==> config.mk <==
export PLATFORM = sky130hd
export DESIGN_NAME = afe_channel_offset_gain_regs
export DESIGN_NICKNAME = d
export VERILOG_FILES = /design/src/afe_pkg.sv /design/src/afe_channel_offset_gain_regs.sv /design/src/serial_byte_slave.sv
export SDC_FILE = /design/constraint.sdc
export NUM_CORES = 1
export LEC_CHECK = 0
export BUFFER_PORTS_ARGS = -buffer_cell sky130_fd_sc_hd__buf_2
export CORE_MARGIN = 3
export CORE_UTILIZATION = 59
export CTS_BUF_LIST = sky130_fd_sc_hd__clkbuf_8
export DETAILED_ROUTE_END_ITERATION = 10
export HOLD_SLACK_MARGIN = 0.15
export PLACE_DENSITY = 0.89
export REMOVE_ABC_BUFFERS = 1
export SETUP_SLACK_MARGIN = 0.4
export SYNTH_ARGS = -nofsm -noshare
export SYNTH_HDL_FRONTEND = slang
export SYNTH_SLANG_ARGS = --single-unit
==> constraint.sdc <==
create_clock -name clk -period 3.76 [get_ports clk]
set_clock_uncertainty 0.05 [all_clocks]
set_input_delay 0.188 -clock clk [delete_from_list [all_inputs] [get_ports clk]]
set_output_delay 0.188 -clock clk [all_outputs]
set_load 0.02 [all_outputs]
==> src/afe_pkg.sv <==
// Notes on behaviour
// - zero-byte command at 0x14 selects input pair 3, at 0x15 pair 4.
// - zero-byte command at 0x18 selects input pair 5, at 0x1a pair 6.
// - zero-byte command at 0x1c selects input pair 7, at 0x1e pair 8.
// - zero-byte command at 0x10 selects input pair 1, at 0x12 pair 2.
// - after reset input pair 1 is selected until another select command.
// - eight offset words kept; only the selected channel's word drives the converter.
// - offset bit 10 is polarity: zero positive, one negative.
// - offset bits 9:0 are the unsigned magnitude, forwarded with the polarity.
// - 0x3ff is +560mV, 0x7ff is -560mV, 0x000 and 0x400 give zero.
// - gain code is three bits; codes 0..7 give gains 2 to 760.
// - accesses to undefined sub-addresses change no state.
package afe_pkg;
   localparam logic [6:0] BUS_ADDR_DEFAULT = 7'h67;
   localparam logic [3:0] BYTE_BITS = 4'h8;
   // sub-addresses of select commands
   localparam logic [7:0] SUB_SEL1 = 8'h10;
   localparam logic [7:0] SUB_SEL2 = 8'h12;
   localparam logic [7:0] SUB_SEL3 = 8'h14;
   localparam logic [7:0] SUB_SEL4 = 8'h15;
   localparam logic [7:0] SUB_SEL5 = 8'h18;
   localparam logic [7:0] SUB_SEL6 = 8'h1a;
   localparam logic [7:0] SUB_SEL7 = 8'h1c;
   localparam logic [7:0] SUB_SEL8 = 8'h1e;
   // register sub-addresses
   localparam logic [7:0] SUB_GAIN = 8'h06;
   localparam logic [7:0] OFFSET_WORD_CH1 = 8'h20;
   localparam logic [7:0] OFFSET_WORD_CH2 = 8'h22;
   localparam logic [7:0] OFFSET_WORD_CH3 = 8'h24;
   localparam logic [7:0] OFFSET_WORD_CH4 = 8'h25;
   localparam logic [7:0] OFFSET_WORD_CH5 = 8'h28;
   localparam logic [7:0] OFFSET_WORD_CH6 = 8'h2a;
   localparam logic [7:0] OFFSET_WORD_CH7 = 8'h2c;
   localparam logic [7:0] OFFSET_WORD_CH8 = 8'h2e;
   // channel indices (input pair n is code n-1)
   localparam logic [2:0] CH1 = 3'h0;
   localparam logic [2:0] CH2 = 3'h1;
   localparam logic [2:0] CH3 = 3'h2;
   localparam logic [2:0] CH4 = 3'h3;
   localparam logic [2:0] CH5 = 3'h4;
   localparam logic [2:0] CH6 = 3'h5;
   localparam logic [2:0] CH7 = 3'h6;
   localparam logic [2:0] CH8 = 3'h7;
   localparam int NUM_CH = 8;
   // field layout
   localparam int OFF_W = 11;
   localparam int SIGN_BIT = 10;
   localparam int MAG_W = 10;
   localparam int HI_LSB = 8;
   localparam int OFF_HI_W = 3;
   localparam int GAIN_W = 3;
   // reset values
   localparam logic [2:0] CHAN_RESET = CH1;
   localparam logic [2:0] GAIN_RESET = 3'h0;
   localparam logic [10:0] OFFSET_RESET = 11'h000;
   // position of a byte within a frame
   localparam logic [1:0] BYTE_SUB = 2'h0;
   localparam logic [1:0] BYTE_HI = 2'h1;
   localparam logic [1:0] BYTE_LO = 2'h2;
   localparam logic [1:0] BYTE_DONE = 2'h3;
endpackage

==> src/afe_channel_offset_gain_regs.sv <==
`timescale 1ns/100ps
module afe_channel_offset_gain_regs
   import afe_pkg::*;
#(
   parameter logic [6:0] BUS_ADDR = BUS_ADDR_DEFAULT
) (
   input wire logic clk,
   input wire logic rst,
   input wire logic scl,
   input wire logic sda_in,
   output logic sda_out,
   output logic sda_oe,
   output logic [2:0] chan_sel,
   output logic offset_sign,
   output logic [9:0] offset_mag,
   output logic [2:0] gain_code
);
   logic frame_start, frame_stop, rx_strobe, tx_req;
   logic [7:0] rx_data, tx_data;
   logic [2:0] chan_r, chan_nxt, gain_r, gain_nxt;
   logic [10:0] offset_r [NUM_CH];
   logic [10:0] offset_nxt [NUM_CH];
   logic [10:0] code_r, code_nxt;
   logic [7:0] sub_r, sub_nxt, hi_r, hi_nxt;
   logic [1:0] widx_r, widx_nxt, ridx_r, ridx_nxt;
   logic [3:0] wo_w, ws_w;

   // {hit, channel} for an offset word sub-address
   function automatic logic [3:0] off_decode(input logic [7:0] a);
      case (a)
         OFFSET_WORD_CH1: off_decode = {1'b1, CH1};
         OFFSET_WORD_CH2: off_decode = {1'b1, CH2};
         OFFSET_WORD_CH3: off_decode = {1'b1, CH3};
         OFFSET_WORD_CH4: off_decode = {1'b1, CH4};
         OFFSET_WORD_CH5: off_decode = {1'b1, CH5};
         OFFSET_WORD_CH6: off_decode = {1'b1, CH6};
         OFFSET_WORD_CH7: off_decode = {1'b1, CH7};
         OFFSET_WORD_CH8: off_decode = {1'b1, CH8};
         default: off_decode = 4'h0;
      endcase
   endfunction

   // {hit, channel} for a select command
   function automatic logic [3:0] sel_decode(input logic [7:0] a);
      case (a)
         SUB_SEL1: sel_decode = {1'b1, CH1};
         SUB_SEL2: sel_decode = {1'b1, CH2};
         SUB_SEL3: sel_decode = {1'b1, CH3};
         SUB_SEL4: sel_decode = {1'b1, CH4};
         SUB_SEL5: sel_decode = {1'b1, CH5};
         SUB_SEL6: sel_decode = {1'b1, CH6};
         SUB_SEL7: sel_decode = {1'b1, CH7};
         SUB_SEL8: sel_decode = {1'b1, CH8};
         default: sel_decode = 4'h0;
      endcase
   endfunction

   serial_byte_slave #(.BUS_ADDR(BUS_ADDR)) u_bus (
      .clk(clk),
      .rst(rst),
      .scl(scl),
      .sda_in(sda_in),
      .sda_oe(sda_oe),
      .frame_start(frame_start),
      .frame_stop(frame_stop),
      .rx_strobe(rx_strobe),
      .rx_data(rx_data),
      .tx_req(tx_req),
      .tx_data(tx_data)
   );

   assign wo_w = off_decode(sub_r);
   assign ws_w = sel_decode(rx_data);

   always_comb begin
      chan_nxt = chan_r;
      gain_nxt = gain_r;
      sub_nxt = sub_r;
      hi_nxt = hi_r;
      widx_nxt = widx_r;
      ridx_nxt = ridx_r;
      for (int i = 0; i < NUM_CH; i++) begin
         offset_nxt[i] = offset_r[i];
      end
      if (frame_start) begin
         widx_nxt = BYTE_SUB;
         ridx_nxt = BYTE_SUB;
      end else if (rx_strobe) begin
         // bytes past the third are acknowledged but ignored
         if (widx_r != BYTE_DONE) begin
            widx_nxt = widx_r + 2'h1;
         end
         if (widx_r == BYTE_SUB) begin
            sub_nxt = rx_data;
            if (ws_w[3]) begin
               chan_nxt = ws_w[2:0];
            end
         end else if (widx_r == BYTE_HI) begin
            hi_nxt = rx_data;
            if (sub_r == SUB_GAIN) begin
               gain_nxt = rx_data[GAIN_W-1:0];
            end
         end else if (widx_r == BYTE_LO && wo_w[3]) begin
            // undefined sub-addresses fall through untouched
            offset_nxt[wo_w[2:0]] = {hi_r[OFF_HI_W-1:0], rx_data};
         end
      end else if (tx_req && ridx_r != BYTE_DONE) begin
         ridx_nxt = ridx_r + 2'h1;
      end
      code_nxt = offset_nxt[chan_nxt];
   end

   always_comb begin
      tx_data = 8'h00;
      if (wo_w[3]) begin
         if (ridx_r == BYTE_SUB) begin
            tx_data = 8'(offset_r[wo_w[2:0]][SIGN_BIT:HI_LSB]);
         end else if (ridx_r == BYTE_HI) begin
            tx_data = offset_r[wo_w[2:0]][HI_LSB-1:0];
         end
      end else if (sub_r == SUB_GAIN && ridx_r == BYTE_SUB) begin
         tx_data = 8'(gain_r);
      end
   end

   always_ff @(posedge clk or posedge rst) begin
      if (rst) begin
         chan_r <= CHAN_RESET;
         gain_r <= GAIN_RESET;
         code_r <= OFFSET_RESET;
         sub_r <= 8'h00;
         hi_r <= 8'h00;
         widx_r <= BYTE_SUB;
         ridx_r <= BYTE_SUB;
         for (int i = 0; i < NUM_CH; i++) begin
            offset_r[i] <= OFFSET_RESET;
         end
      end else begin
         chan_r <= chan_nxt;
         gain_r <= gain_nxt;
         code_r <= code_nxt;
         sub_r <= sub_nxt;
         hi_r <= hi_nxt;
         widx_r <= widx_nxt;
         ridx_r <= ridx_nxt;
         for (int i = 0; i < NUM_CH; i++) begin
            offset_r[i] <= offset_nxt[i];
         end
      end
   end

   // open-drain: only ever pulls low
   assign sda_out = 1'b0;
   assign chan_sel = chan_r;
   assign offset_sign = code_r[SIGN_BIT];
   assign offset_mag = code_r[MAG_W-1:0];
   assign gain_code = gain_r;
endmodule

==> src/serial_byte_slave.sv <==
`timescale 1ns/100ps
module serial_byte_slave
   import afe_pkg::*;
#(
   parameter logic [6:0] BUS_ADDR = BUS_ADDR_DEFAULT
) (
   input wire logic clk,
   input wire logic rst,
   input wire logic scl,
   input wire logic sda_in,
   output logic sda_oe,
   output logic frame_start,
   output logic frame_stop,
   output logic rx_strobe,
   output logic [7:0] rx_data,
   output logic tx_req,
   input wire logic [7:0] tx_data
);
   typedef enum logic [2:0] {s_idle, s_addr, s_ack, s_rx, s_tx, s_mack} bus_state_t;
   bus_state_t state_r, state_nxt;
   logic [3:0] cnt_r, cnt_nxt;
   logic [7:0] sh_r, sh_nxt;
   logic oe_r, oe_nxt, rw_r, rw_nxt, strobe_r, strobe_nxt;
   logic scl_q_r, sda_q_r;
   logic rise, fall;

   assign rise = scl & ~scl_q_r;
   assign fall = ~scl & scl_q_r;
   assign frame_start = scl & scl_q_r & sda_q_r & ~sda_in;
   assign frame_stop = scl & scl_q_r & ~sda_q_r & sda_in;

   always_comb begin
      state_nxt = state_r;
      cnt_nxt = cnt_r;
      sh_nxt = sh_r;
      oe_nxt = oe_r;
      rw_nxt = rw_r;
      strobe_nxt = 1'b0;
      tx_req = 1'b0;
      if (frame_start) begin
         state_nxt = s_addr;
         cnt_nxt = '0;
         oe_nxt = 1'b0;
      end else if (frame_stop) begin
         state_nxt = s_idle;
         oe_nxt = 1'b0;
      end else begin
         unique case (state_r)
            s_idle: begin
            end
            s_addr, s_rx: begin
               if (rise && cnt_r != BYTE_BITS) begin
                  sh_nxt = {sh_r[6:0], sda_in};
                  cnt_nxt = cnt_r + 4'h1;
               end else if (fall && cnt_r == BYTE_BITS) begin
                  if (state_r == s_rx) begin
                     strobe_nxt = 1'b1;
                     oe_nxt = 1'b1;
                     state_nxt = s_ack;
                  end else if (sh_r[7:1] == BUS_ADDR) begin
                     rw_nxt = sh_r[0];
                     oe_nxt = 1'b1;
                     state_nxt = s_ack;
                  end else begin
                     state_nxt = s_idle;
                  end
               end
            end
            s_ack: begin
               if (fall) begin
                  if (rw_r) begin
                     tx_req = 1'b1;
                     sh_nxt = tx_data;
                     oe_nxt = ~tx_data[7];
                     cnt_nxt = 4'h1;
                     state_nxt = s_tx;
                  end else begin
                     oe_nxt = 1'b0;
                     cnt_nxt = '0;
                     state_nxt = s_rx;
                  end
               end
            end
            s_tx: begin
               if (fall) begin
                  if (cnt_r == BYTE_BITS) begin
                     oe_nxt = 1'b0;
                     state_nxt = s_mack;
                  end else begin
                     sh_nxt = {sh_r[6:0], 1'b0};
                     oe_nxt = ~sh_r[6];
                     cnt_nxt = cnt_r + 4'h1;
                  end
               end
            end
            s_mack: begin
               // a master nack ends the read burst
               if (rise) begin
                  state_nxt = sda_in ? s_idle : s_ack;
               end
            end
         endcase
      end
   end

   always_ff @(posedge clk or posedge rst) begin
      if (rst) begin
         state_r <= s_idle;
         cnt_r <= '0;
         sh_r <= '0;
         oe_r <= 1'b0;
         rw_r <= 1'b0;
         strobe_r <= 1'b0;
         scl_q_r <= 1'b1;
         sda_q_r <= 1'b1;
      end else begin
         state_r <= state_nxt;
         cnt_r <= cnt_nxt;
         sh_r <= sh_nxt;
         oe_r <= oe_nxt;
         rw_r <= rw_nxt;
         strobe_r <= strobe_nxt;
         scl_q_r <= scl;
         sda_q_r <= sda_in;
      end
   end

   assign sda_oe = oe_r;
   assign rx_strobe = strobe_r;
   assign rx_data = sh_r;
endmodule

# Word level (Yosys, flattened, before mapping)
# Memory sizes are Yosys's and may differ from the RTL's.
# Cells that the tools add are included.
[word_totals]
out_inout_bits = 19
ramBits = 0
register_bits = 140
memories = 1
in_bits = 4
latch_bits = 0
romBits = 128
wordCells = 196
[mem_list]
columns = ["memory", "words", "word_bits", "read_ports", "rd_clocked_by_memory_dff", "write_ports", "line_no", "source"]
rows = [
  ["(name not given)", 32, 4, 1, 0, 0, "afe_channel_offset_gain_regs.sv:45", "case (a)"],
]
[op_classes]
muxes = 79
eq_ne = 40
shifts = 0
bitwise_logic = 20
n_lt_le_gt_ge = 3
reduce_logical = 27
n_addsub = 3
n_mul = 0
n_div = 0
[op_table]
columns = ["cell", "n"]
rows = [
  ["88-bit two-way mux", 5],
  ["88-bit bitwise mux", 1],
  ["11-bit binary-select mux with 3-bit select", 2],
  ["8-bit by 6-bit equality test with 1-bit output, second input constant", 8],
  ["8-bit two-way mux", 8],
  ["11-bit two-way mux", 5],
  ["3-bit two-way mux", 15],
  ["11-bit demux with 3-bit select", 1],
  ["4-bit one-hot mux with 8 select lines", 1],
  ["4-bit two-way mux", 7],
  ["8-bit one-hot mux with 3 select lines", 1],
  ["1-bit two-way mux", 22],
  ["4-bit by 3-bit inequality test with 1-bit output, second input constant", 5],
  ["2-bit two-way mux", 8],
  ["7-bit AND reduction", 2],
  ["3-bit one-hot mux with 4 select lines", 1],
  ["4-bit one-hot mux with 3 select lines", 1],
  ["6-bit AND reduction", 2],
  ["1-bit NOT", 11],
  ["2-bit inequality test, second input constant", 5],
  ["3-bit by 2-bit inequality test with 1-bit output, second input constant", 3],
  ["8-bit by 3-bit equality test with 1-bit output, second input constant", 1],
  ["4-bit >= comparator, second input constant", 2],
  ["2-bit by 1-bit inequality test with 1-bit output, second input constant", 4],
  ["other kinds (30)", 51],
]

# Logic depth before layout (Yosys ltp)
# Gate-level depths: netlist of the first run.
[depth]
depth_word = 16
depth_mapped = 12
depth_no_buf = 10

# By module
# A second synthesis of the first run with hierarchy kept.
[unflattened]
hier_cells = 796
hier_area_um2 = 8089.0
[modules_own_cells]
columns = ["mod", "cells_each", "area_each_um2", "instances"]
rows = [
  ["afe_channel_offset_gain_regs", 655, 6755.2, 1],
  ["serial_byte_slave", 141, 1333.8, 1],
]

# Worst setup path before layout of the first run
# OpenSTA, ideal clock, no wires.
[synth_timing]
path_type = "reg-to-reg"
from = "reg sub_r[4]"
to = "reg code_r[4]"
setup_slack_ns = 0.884
path_stages_with_launch = 11
setup_ns = 0.121
t_arrival_ns = 2.705
path_cell_list = "dfrtp_1 > or4b_1 > buf_2 > or4_4 > or3_1 > clkbuf_2 > mux2_4 > buf_6 > nor2_2 > nor3_1 > o22a_1"
[synth_via]
elab_chain_cells = 16
word_cells_on_any_way = 25
[synth_rtl]
columns = ["item", "line_no", "source"]
rows = [
  ["from (decl)", "afe_channel_offset_gain_regs.sv:24", "logic [7:0] sub_r, sub_nxt, hi_r, hi_nxt;"],
  ["from (signal assigned)", "afe_channel_offset_gain_regs.sv:142", "sub_r <= sub_nxt;"],
  ["8-bit by 6-bit equality test with 1-bit output", "afe_channel_offset_gain_regs.sv:30", "case (a)"],
  ["4-bit one-hot mux with 8 select lines (*)", "afe_channel_offset_gain_regs.sv:30", ""],
  ["3-bit NOT with 4-bit output (implied by the code)", "afe_channel_offset_gain_regs.sv:105", "offset_nxt[wo_w[2:0]] = {hi_r[OFF_HI_W-1:0], rx_data};"],
  ["4-bit >= comparator (implied by the code) / 4-bit by 1-bit < comparator with 1-bit output (equally long branches)", "afe_channel_offset_gain_regs.sv:105", ""],
  ["1-bit logical AND (implied by the code)", "afe_channel_offset_gain_regs.sv:105", ""],
  ["11-bit two-way mux (implied by the code)", "afe_channel_offset_gain_regs.sv:105", ""],
  ["11-bit demux with 3-bit select", "afe_channel_offset_gain_regs.sv:105", ""],
  ["88-bit bitwise mux", "afe_channel_offset_gain_regs.sv:105", ""],
  ["88-bit two-way mux (*)", "afe_channel_offset_gain_regs.sv:103", "end else if (widx_r == BYTE_LO && wo_w[3]) begin"],
  ["88-bit two-way mux (*)", "afe_channel_offset_gain_regs.sv:98", "end else if (widx_r == BYTE_HI) begin"],
  ["88-bit two-way mux (*)", "afe_channel_offset_gain_regs.sv:93", "if (widx_r == BYTE_SUB) begin"],
  ["88-bit two-way mux (*)", "afe_channel_offset_gain_regs.sv:88", "end else if (rx_strobe) begin"],
  ["88-bit two-way mux (*)", "afe_channel_offset_gain_regs.sv:85", "if (frame_start) begin"],
  ["11-bit binary-select mux with 3-bit select (*)", "afe_channel_offset_gain_regs.sv:110", "code_nxt = offset_nxt[chan_nxt];"],
  ["11-bit two-way mux (implied by the code) (*) (2 in series)", "afe_channel_offset_gain_regs.sv:110", ""],
  ["via code_nxt[4]", "afe_channel_offset_gain_regs.sv:23", "logic [10:0] code_r, code_nxt;"],
  ["to (signal assigned)", "afe_channel_offset_gain_regs.sv:141", "code_r <= code_nxt;"],
  ["to (decl)", "afe_channel_offset_gain_regs.sv:23", ""],
]
# Mark *: on every way through the listed nets, which the timed path passes. The rest lies on a longest branch. The select of a mux whose other input is x is not followed.
# A chain may end at the register's enable or synchronous reset.

# Final worst setup path of the first run
[layout_timing]
from = "reg u_bus.scl_q_r"
to = "reg code_r[3]"
[layout_via]
elab_chain_cells = 8
word_cells_on_any_way = 9
[layout_rtl]
columns = ["item", "line_no", "source"]
rows = [
  ["from (decl)", "serial_byte_slave.sv:24", "logic scl_q_r, sda_q_r;"],
  ["from (signal assigned)", "serial_byte_slave.sv:123", "scl_q_r <= scl;"],
  ["1-bit bitwise AND (*) (3 in series)", "serial_byte_slave.sv:29", "assign frame_start = scl & scl_q_r & sda_q_r & ~sda_in;"],
  ["3-bit two-way mux", "afe_channel_offset_gain_regs.sv:85", ""],
  ["3-bit NOT with 4-bit output (implied by the code)", "afe_channel_offset_gain_regs.sv:110", ""],
  ["11-bit binary-select mux with 3-bit select (*)", "afe_channel_offset_gain_regs.sv:110", ""],
  ["11-bit two-way mux (implied by the code) (*) (2 in series)", "afe_channel_offset_gain_regs.sv:110", ""],
  ["via code_nxt[3]", "afe_channel_offset_gain_regs.sv:23", ""],
]
# Marked as above.

==> qor.yml, run 1 <==
routing:
  route.detailed.wl_per_inst_um: 23.5
  drt-initial-drc-count: 1173
  antenna_left: 0
  detail_route.vias_per_cell: 7.11
  detail_route.drc_violations: 0
  drt-pass1-iter-count: 6
  routed_wirelength_mm: 25.6
  vias: 7747
global_routing:
  first_global_vias: 7541
  grt_antenna_before_repair: 1
  grt.total_usage: 0.355
  grt_first_pass_wirelength_mm: 40.6
  overflow_left_after_global_routing: 0
  grt_max_degree: 100
synthesis:
  cell_type_with_the_highest_aggregate_area_in_the_netlist: "dfrtp_1"
  async_flop_share: 1.00
  ys.warnings.count: 0
  netlist_top_cells_count: "nand2_1, dfrtp_1, mux2_2"
  netlist-cell-type-count: 69
  post_synth_inst_count: 892
  synth_top_flop_cell: "dfrtp_1"
  number_of_synthesized_flops_with_an_enable_pin: 0
  synth_seq_area_share: 0.435
  postSynthRegisterBits: 140
  syn_area_mm2: 0.00806
  synth_largest_type_area_fraction: 0.429
  synth_most_common_cell: "nand2_1"
  synth_top_cells_by_area: "dfrtp_1, mux2_2, nand2_1, o21ai_0, o221ai_1"
  synthesis.area_per_instance_um2: 9.03
critical_path:
  timing.critical_path.to_type: "register"
  timing_worst_setup_path_type: "reg2reg"
  crit_path_max_incr_delay_ps: 600
  crit_chain: "and4b_1 -> o31ai_1 -> nand3_1 -> buf_4 -> nand2_1 -> o221a_2 -> o21ai_0 -> a32oi_1"
  cp_data_arrival_time_ps: 3500
  buffer_and_inverter_count_on_the_worst_path: 1
  worstPathRequired_ps: 4040
  timing.critical_path.from_type: "register"
  path_max_fanout: 20
  crit_path_top_delay_cell: "and4b_1"
  timing.critical_path.max_delay_family: "simple AND/OR/NAND/NOR gates"
outcome:
  outcome: "finished clean"
timing:
  count_of_final_hold_check_violations: 0
  worst_slew_margin_rel: 0.399
  timing.fmax_ghz: 0.310
  grt_setup_unrepaired: "no"
  final_min_period_over_clock_period: 0.857
  total_setup_violations_reported_at_the_end_of_the_flow: 0
  max_slew.worst_pin.slew_ps: 902
  slack_of_the_critical_path_ps: 536
  timing.final.crit_period_ps: 3220
  timing_max_transition_violations_final: 0
clock_network:
  clock-root-buffer: "clkbuf_8"
  clockBufferDepth: 2
  cts_h_tree_depth: 4
  cts.sink_count: 140
  clkSlewWorstSetupHoldPaths_ps: 80
  cts-buffers-inserted: 17
  insertion_delay_ps: 480
  cts_tree: "done"
final_layout:
  antenna-diode-count: 0
  layout-area-overhead-vs-synth_pct: 9.16
  postLayoutCellArea_mm2: 0.00880
  final_nets: 913
  area_of_combinational_cells_with_multiple_inputs_mm2: 0.00421
  register_area_mm2: 0.00351
  finish.utilization: 0.662
  fraction_of_final_layout_cells_sized_beyond_drive_strength_1: 0.209
  filler_cell_count: 1032
floorplanning:
  fp.dieH_um: 123
  io-pin-count: 23
  core_area_mm2: 0.0133
  dieWidth_um: 123
  core.rowCount: 42
  die_footprint_mm2: 0.0151
  floorplan.initialDensity: 0.606
placement:
  detailed_place.area_mm2: 0.00837
  count_of_input_and_output_buffers: 21
  gp_routability_congestion: 1.05
  detailed_place_hpwl_mm: 17.0
  placement.setup.worst_slack_ps: 494
power_and_ir_drop:
  cellLeakagePower_nw: 4.00
  vdd_ir_drop_max_v: 0.000329
  powerDensity_mw_per_mm2: 400
run:
  maxCapViolCount: 0
min_path:
  min_delay_path_class: "in2reg"
## what timing repair did
item                                   4_1_cts  5_1_grt
hold buffers                                 3        0
buffers inserted                             0        0
setup endpoints to repair                    0       11
resized for setup                            0        8
endpoints found under the hold margin       99        0
## cells in the final DEF, fill, tap and decap left out, types with 18 or more instances in the layout
cell / netlist / layout
o21ai_0: 57 / 57
nor3_1: 38 / 37
o221ai_1: 26 / 26
nand2_1: 177 / 173
inv_1: 19 / 18
mux2_2: 67 / 67
a21oi_1: 21 / 21
o22ai_1: 20 / 20
dfrtp_1: 138 / 138
buf_4: 2 / 38
buf_2: 8 / 21
nor2_1: 39 / 39
clkbuf_8: 0 / 18
## flip-flops by register name (all words and copies together), names as in the netlist, 2 cells and up
name           count
widx_r             2
code_r            11
chan_sel           3
ridx_r             2
gain_code          3
u_bus.cnt_r        4
u_bus.rx_data      8
sub_r              8
u_bus.state_r      3
hi_r               3
offset_r          88
## cell type report
class | instances | area share
clock buffers | 18 | 0.0282
clock inverters | 14 | 0.0131
inverters | 20 | 0.00910
multi-input cells | 659 | 0.478
flip-flops and latches | 140 | 0.399
well taps | 176 | 0.0250
repair buffers | 62 | 0.0478
## worst reg2reg max path: stages (launching register included)
cell	delay (ps)
dfstp_2	590
and4b_1	600
o31ai_1	160
nand3_1	120
buf_4	310
nand2_1	460
o221a_2	450
o21ai_0	190
a32oi_1	140
## through the flow
step	total power, mW	TNS [ps]	hold WS, ps	instances
3_5_place_dp	2.38	0	297	1054
6_report	3.52	0	366	1089
5_1_grt	3.65	0	375	1089
3_3_place_gp	2.35	0	295	1054
4_1_cts	3.49	0	345	1089
2_1_floorplan	2.08	-31400	142	819
## metal layers
layer | vias up | part of all wire | track usage
met4 | 2 | 0.061 | 0.208
met5 | - | 0.00051 | 0
met1 | 3639 | 0.36 | 0.469
li1 | 3265 | - | -
met2 | 674 | 0.43 | 0.500
met3 | 167 | 0.15 | 0.127
## kinds of logic (layout without fill, tap and decap cells)
kind of cell,after synthesis,in the layout,synth area share
compound gates,222,222,0.192
xor+xnor,3,3,0.00326
fa+ha+maj,9,9,0.0140
buf+inv,93,114,0.0466
flops,140,140,0.435
mux,73,73,0.102
other cells,1,1,0.000465
simple gates,351,351,0.207
## worst paths after layout
check,from,endpoint,slack [ps],cells after the start
max,u_bus.scl_q_r,code_r[3],540,8
min,sda_in,u_bus.sda_q_r,370,2
max reg2reg,u_bus.scl_q_r,code_r[3],540,8
min reg2reg,offset_r[10],offset_r[10],460,2
max in group asynchronous,rst,u_bus.cnt_r[3],2350,4
min in group asynchronous,rst,code_r[2],420,3
## power by group
part / switching, mW / leakage (nW) / total [mW] / internal [mW]
registers: 0.113 / 1.91 / 1.69 / 1.57
clock network: 0.645 / 0.176 / 1.13 / 0.483
logic: 0.480 / 1.92 / 0.704 / 0.224
(Power assumes the default switching activity.)
==> inputs of run 2 (changes only) <==
--- a/config.mk
+++ b/config.mk
@@ -7,11 +7,10 @@
 export LEC_CHECK = 0
 export BUFFER_PORTS_ARGS = -buffer_cell sky130_fd_sc_hd__buf_2
 export CORE_MARGIN = 3
-export CORE_UTILIZATION = 59
-export CTS_BUF_LIST = sky130_fd_sc_hd__clkbuf_8
+export CORE_UTILIZATION = 57
 export DETAILED_ROUTE_END_ITERATION = 10
 export HOLD_SLACK_MARGIN = 0.15
-export PLACE_DENSITY = 0.89
+export PLACE_DENSITY = 0.87
 export REMOVE_ABC_BUFFERS = 1
 export SETUP_SLACK_MARGIN = 0.4
 export SYNTH_ARGS = -nofsm -noshare
==> run 2 against run 1 <==
  * Global-route usage shrank 3.0 points
  * Combinational power shrank 10%
  * Largest power group is now clock
  * Non-clock buffer count shrank 2
  * Maximum frequency grew 1.2%
  * Critical endpoint is now code_r[2]
  * Core utilization grew 1.1 points
  * First-iteration DRC count grew 32%
  * Register-to-register slack gained 40 ps
  * Total power grew 22%
  * Worst hold slack gained 2.9 ps
==> qor.yml, run 2 (synthesis gave the netlist of run 1 again) <==
outcome:
  outcome: "finished clean"
power_and_ir_drop:
  switching_share: 0.291
  combPwrFrac: 0.147
  power.share.clock: 0.445
  power.sequential.fraction: 0.407
  intPower_mw: 3.04
  powerDensity_mw_per_mm2: 471
  switchingPower_mw: 1.25
  cellLeakagePower_nw: 4.13
  total_power_mw: 4.29
  vdd_ir_drop_max_v: 0.000343
critical_path:
  buffer_and_inverter_count_on_the_worst_path: 1
  worstPathRequired_ps: 4010
  crit_path_top_delay_cell: "or4b_2"
  timing.critical_path.max_delay_family: "simple AND/OR/NAND/NOR gates"
  crit-reg2reg-launch: "u_bus.rx_data[7]"
  regToRegSetupSlack_ps: 570
  reg2reg_to: "code_r[2]"
  timing.critical_path.to_type: "register"
  crit_chain: "or4b_2 -> nor4_4 -> o22ai_2 -> buf_4 -> and3_1 -> a221oi_1 -> o21ai_0 -> a2bb2oi_1"
  timing.critical_path.from_type: "register"
  cp_data_arrival_time_ps: 3440
  timing_worst_setup_path_type: "reg2reg"
  reg2reg_depth: 8
  path_max_fanout: 24
  crit_path_max_incr_delay_ps: 700
final_layout:
  regMostFlops: "offset_r"
  most_common_library_cell_in_the_layout_ignoring_fill_and_taps: "nand2_1"
  final_nets: 911
  register_area_mm2: 0.00351
  finish.utilization: 0.673
  fraction_of_final_layout_cells_sized_beyond_drive_strength_1: 0.212
  filler_cell_count: 1003
  area_of_combinational_cells_with_multiple_inputs_mm2: 0.00422
  layout-area-overhead-vs-synth_pct: 13.2
  antenna-diode-count: 0
  largest_register_ffs: 88
  most-common-layout-cells: "nand2_1, dfrtp_1, mux2_2"
  layout_top_registers: "offset_r: 88 flops, code_r: 11 flops"
timing:
  count_of_final_hold_check_violations: 0
  timing.final.crit_period_ps: 3190
  worst_slew_margin_rel: 0.445
  timing.fmax_ghz: 0.314
  timing_max_transition_violations_final: 0
  total_setup_violations_reported_at_the_end_of_the_flow: 0
  final_min_period_over_clock_period: 0.847
  slack_of_the_critical_path_ps: 575
  final.hold.worst_slack_ps: 369
  max_slew.worst_pin.slew_ps: 831
  grt_setup_unrepaired: "no"
routing:
  drt-initial-drc-count: 1553
  vias: 7779
  route.detailed.wl_per_inst_um: 23.6
  drt-pass1-iter-count: 6
  routed_wirelength_mm: 25.7
  detail_route.vias_per_cell: 7.16
  detail_route.drc_violations: 0
  antenna_left: 0
clock_network:
  cts_tree: "done"
  clock-root-buffer: "clkbuf_16"
  cts.sink_count: 140
  cts_h_tree_depth: 4
  insertion_delay_ps: 430
  cts-buffers-inserted: 17
  clockBufferDepth: 2
  clkSlewWorstSetupHoldPaths_ps: 60
floorplanning:
  floorplan.initialDensity: 0.594
  core.rowCount: 42
  dieWidth_um: 125
  die_footprint_mm2: 0.0156
  core_area_mm2: 0.0136
  fp.dieH_um: 125
  io-pin-count: 23
run:
  maxCapViolCount: 0
global_routing:
  grt.total_usage: 0.325
  grt_antenna_before_repair: 0
  grt_max_degree: 78
  overflow_left_after_global_routing: 0
  grt_first_pass_wirelength_mm: 40.0
  first_global_vias: 7388
placement:
  gp_routability_congestion: 0.944
  placement.setup.worst_slack_ps: 308
  detailed_place_hpwl_mm: 16.1
  count_of_input_and_output_buffers: 21
min_path:
  min_delay_path_class: "in2async"
-- run 2: final cells by class --
class                           count  area share
Clock buffer                       23      0.0535
Sequential cell                   140       0.385
Multi-Input combinational cell    659       0.463
Tap cell                          176      0.0241
Clock inverter                      9      0.0199
Timing Repair Buffer               60      0.0458
Inverter                           20     0.00919
-- run 2: power groups by stage --
stage	Clock [mW]	Sequential [mW]	Combinational [mW]
5_1_grt	1.99	1.76	0.671
3_3_place_gp	0	1.75	0.581
6_report	1.91	1.75	0.633
4_1_cts	1.91	1.74	0.608
2_1_floorplan	0	1.78	0.309
3_5_place_dp	0	1.76	0.593
-- run 2: through the flow --
stage	cell area (um^2)	TNS, ps	instances
2_1_floorplan	7760	-31400	819
5_1_grt	9120	0	1087
3_5_place_dp	8350	0	1051
6_report	9120	0	1087
4_1_cts	9070	0	1086
3_3_place_gp	8350	0	1051
-- run 2: timing repair --
action	in CTS	in global routing
endpoints found under the hold margin	75	0
resized for setup	6	8
pin swaps	0	1
endpoints found under the setup margin	10	11
cloned	0	0
hold buffers	3	0
setup buffers	0	1
-- run 2: layer usage --
| metal | global-route usage | up-vias | wire (um) |
|---|---|---|---|
| li1 | - | 3268 | - |
| met1 | 0.417 | 3689 | 9390 |
| met2 | 0.479 | 667 | 11300 |
| met3 | 0.111 | 155 | 3460 |
| met4 | 0.189 | 0 | 1530 |
| met5 | 0 | - | 0 |
-- run 2: how the worst max path moves through the flow --
stage / startpoint / end / slack (ps) / cells after the start
5_1_grt: widx_r[1] / code_r[8] / 480 / 9
3_5_place_dp: u_bus.scl_q_r / code_r[2] / 310 / 8
2_1_floorplan: rst / chan_sel[0] / -230 / 1
3_3_place_gp: u_bus.scl_q_r / code_r[7] / 370 / 8
4_1_cts: u_bus.rx_data[7] / code_r[3] / 430 / 8
6_report: u_bus.rx_data[7] / code_r[2] / 570 / 8
-- run 2: worst register-to-register path, delay by kind of cell (launching register included) --
family                 cells  cell delay, ps
DFF                        1             520
AOI/OAI and AO/OA          4             780
buffers and inverters      1             280
and+or+nand+nor            3            1410
